===== src/logic/interval_timer_defs.svh =====
`ifndef INTERVAL_TIMER_DEFS_SVH
`define INTERVAL_TIMER_DEFS_SVH

// Register byte offsets on the APB word map
`define OFS_CONTROL 12'h000
`define OFS_COUNT 12'h004
`define OFS_PRESCALE 12'h008
`define OFS_PERIOD 12'h00C
`define OFS_STATUS 12'h010
`define OFS_MASK 12'h014

// Field positions
`define CTRL_ENABLE_BIT 0
`define STAT_ZERO_BIT 0

// Reset values
`define RST_COUNT 16'h0000
`define RST_PRESCALE 8'h00
`define RST_PERIOD 16'h0000

`endif


===== src/logic/interval_timer_pkg.sv =====
package interval_timer_pkg;

    // APB request as seen by the slave
    typedef struct packed {
        logic [11:0] addr;
        logic write;
        logic [31:0] wdata;
    } apb_req_s;

endpackage


===== src/logic/prescaled_interval_timer.sv =====
// The APB slave port and the address map were left to the implementer.
`timescale 1ns/10ps
`default_nettype none
`include "interval_timer_defs.svh"

module prescaled_interval_timer
    import interval_timer_pkg::*;
#(
    parameter int COUNT_W = 16,
    parameter int SCALE_W = 8
)
(
    input wire logic mclk,
    input wire logic reset_n,
    input wire logic psel,
    input wire logic penable,
    input wire logic pwrite,
    input wire logic [11:0] paddr,
    input wire logic [31:0] pwdata,
    output logic [31:0] prdata,
    output logic pready,
    output logic pslverr,
    output logic irq
);

    // The register map fixes both widths; other values are refused at elaboration
    if (COUNT_W != 16 || SCALE_W != 8)
    begin : g_width_check
        $error("Widths are fixed by the register map");
    end

    apb_req_s req;
    logic [15:0] count_value;
    logic [7:0] prescale_value;
    logic [15:0] reload_period;
    logic [7:0] scale_ctr;
    logic enable;
    logic zero_status;
    logic zero_mask;
    logic tick;
    logic zero_hit;
    logic wr_en;
    logic rd_en;
    logic next_zero_status;
    logic next_zero_mask;

    // Bus request bundled for decode
    assign req = '{addr: paddr, write: pwrite, wdata: pwdata};
    // Access phase of a transfer; the slave answers after one wait state
    assign wr_en = psel && penable && req.write && !pready;
    assign rd_en = psel && penable && !req.write && !pready;

    function automatic logic is_mapped(input logic [11:0] a);
        is_mapped = (a == `OFS_CONTROL) || (a == `OFS_COUNT) || (a == `OFS_PRESCALE)
            || (a == `OFS_PERIOD) || (a == `OFS_STATUS) || (a == `OFS_MASK);
    endfunction

    // Prescale tick when the divider has run out
    assign tick = enable && (scale_ctr == 8'h00);
    assign zero_hit = tick && (count_value == 16'h0001);

    // Control and mask registers
    always_ff @(posedge mclk)
    begin
        if (!reset_n)
        begin
            enable <= 1'b0;
            zero_mask <= 1'b0;
        end
        else if (wr_en && req.addr == `OFS_CONTROL)
            enable <= req.wdata[`CTRL_ENABLE_BIT];
        else if (wr_en && req.addr == `OFS_MASK)
            zero_mask <= req.wdata[`STAT_ZERO_BIT];
    end

    // Prescale and period hold unless software writes them
    always_ff @(posedge mclk)
    begin
        if (!reset_n)
        begin
            prescale_value <= `RST_PRESCALE;
            reload_period <= `RST_PERIOD;
        end
        else if (wr_en && req.addr == `OFS_PRESCALE)
            prescale_value <= req.wdata[7:0];
        else if (wr_en && req.addr == `OFS_PERIOD)
            reload_period <= req.wdata[15:0];
    end

    // Divider counts s down to zero, giving s+1 cycles per tick
    always_ff @(posedge mclk)
    begin
        if (!reset_n)
            scale_ctr <= 8'h00;
        else if (wr_en && req.addr == `OFS_PRESCALE)
            scale_ctr <= req.wdata[7:0];
        else if (enable)
        begin
            if (scale_ctr == 8'h00)
                scale_ctr <= prescale_value;
            else
                scale_ctr <= scale_ctr - 8'h01;
        end
    end

    // Down-counter; a software write wins over a tick in the same cycle
    always_ff @(posedge mclk)
    begin
        if (!reset_n)
            count_value <= `RST_COUNT;
        else if (wr_en && req.addr == `OFS_COUNT)
            count_value <= req.wdata[15:0];
        else if (tick)
        begin
            if (zero_hit || count_value == 16'h0000)
                count_value <= reload_period;
            else
                count_value <= count_value - 16'h0001;
        end
    end

    // Sticky zero flag: an event in the read cycle wins over the clear
    always_comb
    begin
        next_zero_status = zero_status;
        if (rd_en && req.addr == `OFS_STATUS)
            next_zero_status = 1'b0;
        if (zero_hit)
            next_zero_status = 1'b1;
    end

    always_ff @(posedge mclk)
    begin
        if (!reset_n)
            zero_status <= 1'b0;
        else
            zero_status <= next_zero_status;
    end

    // Mask as it stands after this edge, so irq never lags a mask write
    assign next_zero_mask = (wr_en && req.addr == `OFS_MASK) ? req.wdata[`STAT_ZERO_BIT]
        : zero_mask;

    // Level interrupt from a flop, in step with the flag and the mask
    always_ff @(posedge mclk)
    begin
        if (!reset_n)
            irq <= 1'b0;
        else
            irq <= next_zero_status && next_zero_mask;
    end

    // APB answer: pready in the second access cycle, error on unmapped offsets
    always_ff @(posedge mclk)
    begin
        if (!reset_n)
        begin
            pready <= 1'b0;
            pslverr <= 1'b0;
            prdata <= 32'h0000_0000;
        end
        else
        begin
            pready <= psel && penable && !pready;
            pslverr <= psel && penable && !pready && !is_mapped(req.addr);
            prdata <= 32'h0000_0000;
            if (rd_en)
            begin
                unique case (req.addr)
                    `OFS_CONTROL: prdata <= {31'h0, enable};
                    `OFS_COUNT: prdata <= {16'h0000, count_value};
                    `OFS_PRESCALE: prdata <= {24'h00_0000, prescale_value};
                    `OFS_PERIOD: prdata <= {16'h0000, reload_period};
                    `OFS_STATUS: prdata <= {31'h0, zero_status};
                    `OFS_MASK: prdata <= {31'h0, zero_mask};
                    default: prdata <= 32'h0000_0000;
                endcase
            end
        end
    end
endmodule
`default_nettype wire

===== config.mk =====
export PLATFORM = sky130hd
export DESIGN_NAME = prescaled_interval_timer
export DESIGN_NICKNAME = d
export VERILOG_FILES = /design/src/logic/interval_timer_pkg.sv /design/src/logic/prescaled_interval_timer.sv
export VERILOG_INCLUDE_DIRS = /design/src /design/src/logic
export SDC_FILE = /design/constraint.sdc
export NUM_CORES = 1
export LEC_CHECK = 0
export BUFFER_PORTS_ARGS = -buffer_cell sky130_fd_sc_hd__clkbuf_2
export CORE_AREA = 8 8 113 115
export DETAILED_ROUTE_END_ITERATION = 8
export DIE_AREA = 0 0 121 123
export PLACE_DENSITY_LB_ADDON = 0.3
export SLEW_MARGIN = 20
export SYNTH_ARGS = -nofsm -noshare
export SYNTH_HDL_FRONTEND = slang
export SYNTH_SLANG_ARGS = --single-unit
export TNS_END_PERCENT = 10

===== constraint.sdc =====
create_clock -name mclk -period 2.72 [get_ports mclk]
set_clock_uncertainty 0.05 [all_clocks]
set_input_delay 0.408 -clock mclk [delete_from_list [all_inputs] [get_ports mclk]]
set_output_delay 0.408 -clock mclk [all_outputs]
set_load 0.1 [all_outputs]

### Word-level counts from Yosys, hierarchy flattened

Cells that the tools add are included.

* flip-flop bits (word level): 86
* bits of input ports: 49
* output and inout bits: 35
* word-level logic and storage cells: 62

* add/subtract/negate cells: 2
* equal/unequal tests: 6
* muxes and demuxes: 10
* bitwise logic cells: 1
* reduce and logical (&&, ||, !) cells: 32

Operators with widths (count)
* $pmux W16 S6: 1
* $mux W16: 3
* $eq A12 B4 Y1 const B: 2
* $eq A12 B5 Y1 const B: 2
* $mux W8: 3
* $eq A16 B1 Y1 const B: 1
* $logic_and A1 B1 Y1: 16
* $logic_not A16 Y1: 1
* $sub A16 B1 Y16 const B: 1
* $eq A12 B3 Y1 const B: 1
* $logic_not A12 Y1: 1
* $logic_not A8 Y1: 1
* $sub A8 B1 Y8 const B: 1
* $logic_or A1 B1 Y1: 6
* $reduce_and A2 Y1: 2
* $reduce_bool A2 Y1: 2
* $logic_not A1 Y1: 3
* $mux W1: 3
* $not A1 Y1: 1

### Depth between registers and ports, before layout

* depth in word-level cells: 8
* depth in mapped cells: 8
* gate-level depth less buffers: 7

### Worst setup path before layout

OpenSTA, ideal clock, no wires.

* kind: reg2reg
* start: register pready
* end: register count_value[10]
* library setup time: 70 ps
* data arrival time: 2374 ps
* data required time: 2600 ps
* path slack: 225 ps
* stages on the path, launching flop included: 8
* buffers on the path: 2
* period minus slack after synthesis: 2495 ps
* cell sequence: dfxtp_1 -> and3b_1 -> and2_1 -> clkbuf_1 -> a211o_1 -> clkbuf_1 -> a311oi_1 -> o2bb2ai_1

* longest elaborated chain between the ends: 4
* elaborated cells between the ends (all ways): 5
* classes of those cells: mux: 1; reduce/logical: 4

Ends and longest elaborated chain
* start: declaration: line prescaled_interval_timer.sv:21 `output logic pready,`
* start signal: assignment: line prescaled_interval_timer.sv:164 `pready <= psel && penable && !pready;`
* $logic_not A1 Y1 *: line prescaled_interval_timer.sv:50 `assign wr_en = psel && penable && req.write && !pready;`
* $logic_and A1 B1 Y1 *: line prescaled_interval_timer.sv:50
* $logic_and A1 B1 Y1 (no line) *
* $mux W16 or $reduce_bool A2 Y1 (tied branches)
* end signal: assignment: line prescaled_interval_timer.sv:110 `` count_value <= `RST_COUNT; ``
* end signal: assignment: line prescaled_interval_timer.sv:112 `count_value <= req.wdata[15:0];`
* end signal: assignment: line prescaled_interval_timer.sv:116 `count_value <= reload_period;`
* end: declaration: line prescaled_interval_timer.sv:33 `logic [15:0] count_value;`

Mark *: on every way between the ends. The rest lies on a longest branch, timed or not.
A chain may end at the register's enable or synchronous reset.

### Worst setup path after layout

* start: register scale_ctr[0]
* end: register count_value[3]

* longest elaborated chain between the ends: 7
* elaborated cells between the ends (all ways): 8
* classes of those cells: mux: 3; reduce/logical: 5

Ends and longest elaborated chain
* start: declaration: line prescaled_interval_timer.sv:36 `logic [7:0] scale_ctr;`
* start signal: assignment: line prescaled_interval_timer.sv:96 `scale_ctr <= req.wdata[7:0];`
* start signal: assignment: line prescaled_interval_timer.sv:100 `scale_ctr <= prescale_value;`
* start signal: assignment: line prescaled_interval_timer.sv:102 `scale_ctr <= scale_ctr - 8'h01;`
* $logic_not A8 Y1 *: line prescaled_interval_timer.sv:59 `assign tick = enable && (scale_ctr == 8'h00);`
* $logic_and A1 B1 Y1 *: line prescaled_interval_timer.sv:59
* $logic_and A1 B1 Y1: line prescaled_interval_timer.sv:60 `assign zero_hit = tick && (count_value == 16'h0001);`
* $logic_or A1 B1 Y1: line prescaled_interval_timer.sv:115 `if (zero_hit || count_value == 16'h0000)`
* $mux W16: line prescaled_interval_timer.sv:115
* $mux W16: line prescaled_interval_timer.sv:113 `else if (tick)`
* $mux W16: line prescaled_interval_timer.sv:111 `` else if (wr_en && req.addr == `OFS_COUNT) ``

Mark *: on every way between the ends. The rest lies on a longest branch, timed or not. The select of a mux whose other input is x is not followed.

==> metrics <==
GR Overflow Total=0; hold crit path type=primary input to register; fin cells=665; 1st-iter DRT viols=284; initial antenna violation count=0; synth unique cells=57; crit path kind=register to register; diode count=0; DPL Wire Length=7.830 mm; Hold Buf Count CTS=0; Setup crit start kind=register; Required @ worst endpoint=2890 ps; Setup Buffers After CTS=0; final wirelength=10.87 mm; proportion of layout cells with a drive suffix above 1=20.11%; top layer in use=met4; family with the most delay on the worst path=buffers and inverters; RSZ-0062 raised after global routing=no; DRC=0; TritonCTS clock tree=built; metal3 WL=538 microns; CP most frequent cell=buf_4; synth warn=0; crit path cell chain=inv_1 -> ha_1 -> nor4bb_1 -> buf_4 -> nand4_1 -> a21oi_1 -> buf_4 -> mux2i_1 -> a31oi_1; pre-CTS setup slack=254.3 ps; FILL cells=1,150; Syn Std Cell Area=3741 sq um; Clk Latency, worst-skew pair=340 ps; root buffer cell=clkbuf_16; setup tns final=0 ps; WL met2=5.449 mm; first-pass GRT wire length=17.52 mm; TritonRoute pass-1 iters=5; R2R Setup Slk=360 ps; # rows=39; CTS sink cnt=70; Pwr Total=2.413 mW; Starting Density=33.77%; core area=11,080 sq um; Met1 Wirelength=4.675 mm; Final WS setup=355.9 ps; Final setup viols=0; Slew HR=61.35%; num ports=84; Max Slew Vio Count=0; Slew @ Worst Pin=577.0 ps; post_cts resized=0; via/cell ratio=5.400; WL per Instance=16.35 microns; pin count of the biggest net entering global routing=40; CP peak stage delay=360 ps; leading cell types in the layout, fill and taps excluded=nand2_1, dfxtp_1, clkbuf_2; CP Capture Type=register; Inst Count DP=649; prevailing post-synth register cell=dfxtp_1; EDFF count, synth=0; detailed-route via count=3,591; leading cell type in the layout, fill and taps excluded=nand2_1; vias in the first global route=3,535; synthesized flop and latch total=70; sequential fraction of the synthesis area=37.46%; area grow syn2layout=19.36%; fin crit share=86.92%; clock-pin transition on the worst setup and hold timing paths=60 ps; CP Buf/Inv Count=3; final net count=570; asr flop ratio synth=0%; routability cong.=0.8987; Worst Path Max Fanout=6; Final Hold Fails=0; clock tree buffer depth=2; max_cap viols=0; H-tree lvl count=3; die area=14,880 sq um; Synth Area per Inst=8.045 sq um; Port-buffer cells=51; die width=121 microns; Max Fclk=423.0 MHz; maximum VDD drop=275.6 uV; Die H=123 microns; P_leak=1.786 nW; Arr. time, crit path=2540 ps; Cells after Synth=465; status=finished clean; Final min period=2364 ps; antenna viol nets, final=0; total global-route track usage=14.79%; CP max-delay cell=dfxtp_1; total CTS buffers=9; Pwr Density=540.3 nW/um^2
-- layout make-up --
class | count | area, sq um | share of cell area (%)
timing repair buffer | 77 | 450.4 | 10.09
clock inverter | 5 | 56.30 | 1.261
sequential | 70 | 1401 | 31.38
tap | 143 | 178.9 | 4.007
multi-input combinational | 349 | 2088 | 46.76
inverter | 10 | 37.54 | 0.8406
clock buffer | 11 | 252.7 | 5.660
-- state kept, by name, indices dropped and copies added (netlist names), 8 cells and up --
name            flops
count_value        16
prdata             16
prescale_value      8
reload_period      16
scale_ctr           8
-- where the power goes --
group          total [mW]  internal, mW  leakage [nW]  switching, mW
logic               0.177        0.0255          1.07          0.151
clock network        1.21         0.759         0.152          0.450
registers            1.03          1.03         0.564       0.000378
-- final timing paths --
check	end	depth (start not counted)	start
worst max-delay path	count_value[3]$_SDFFE_PN0P_	9	scale_ctr[0]$_SDFFE_PN0P_
worst max register to register	count_value[3]$_SDFFE_PN0P_	9	scale_ctr[0]$_SDFFE_PN0P_
worst min register to register	reload_period[2]$_SDFFE_PN0P_	2	reload_period[2]$_SDFFE_PN0P_
worst min-delay path	prdata[0]$_SDFF_PN0_	2	pwrite
-- cell usage after synthesis, types with 5 or more instances --
cell	count	share of area [%]
a222oi_1	7	1.9
nor3_1	11	1.5
a31oi_1	20	3.3
nand3_1	8	1.1
nor2_1	27	2.7
o2bb2ai_1	5	1.2
dfxtp_1	70	37
buf_4	18	3.6
buf_2	8	1.1
o22ai_1	8	1.3
o21ai_0	20	2.7
a21oi_1	33	4.4
inv_1	10	1.0
o21a_1	5	1.0
a22oi_1	8	1.6
xor2_1	6	1.4
and3_1	14	2.3
clkbuf_1	24	2.4
nor4_1	10	1.7
or4_1	7	1.4
mux2i_1	11	2.9
nand4_1	5	0.84
nand2_1	71	7.1
-- per-layer routing --
metal	GRT usage, %	vias up
li1	-	1780
met1	16.78	1697
met2	26.15	99
met3	3.288	15
met4	6.635	0
met5	0	-
-- logic make-up (layout without fill, tap and decap cells) --
group,Yosys count,in the layout,synth area share [%]
AOI/OAI and AO/OA,127,127,22.27
xor gates and xnor gates,8,8,1.873
adders and majority gates,4,4,1.338
buffers and inverters,61,103,8.395
DFF,70,70,37.46
muxes,16,16,4.448
other,1,16,0.1002
and+or+nand+nor,178,178,24.11
-- per-stage QoR --
stage,hold slack [ps],util (%),area (sq um)
after detailed placement,415.3,37.52,4156
after global routing,238.0,40.31,4466
after global placement,407.7,37.52,4156
after floorplan,390.0,-,3797
after CTS,218.2,40.31,4466
final,229.6,40.31,4466
Power figures use the tool's default switching activity.
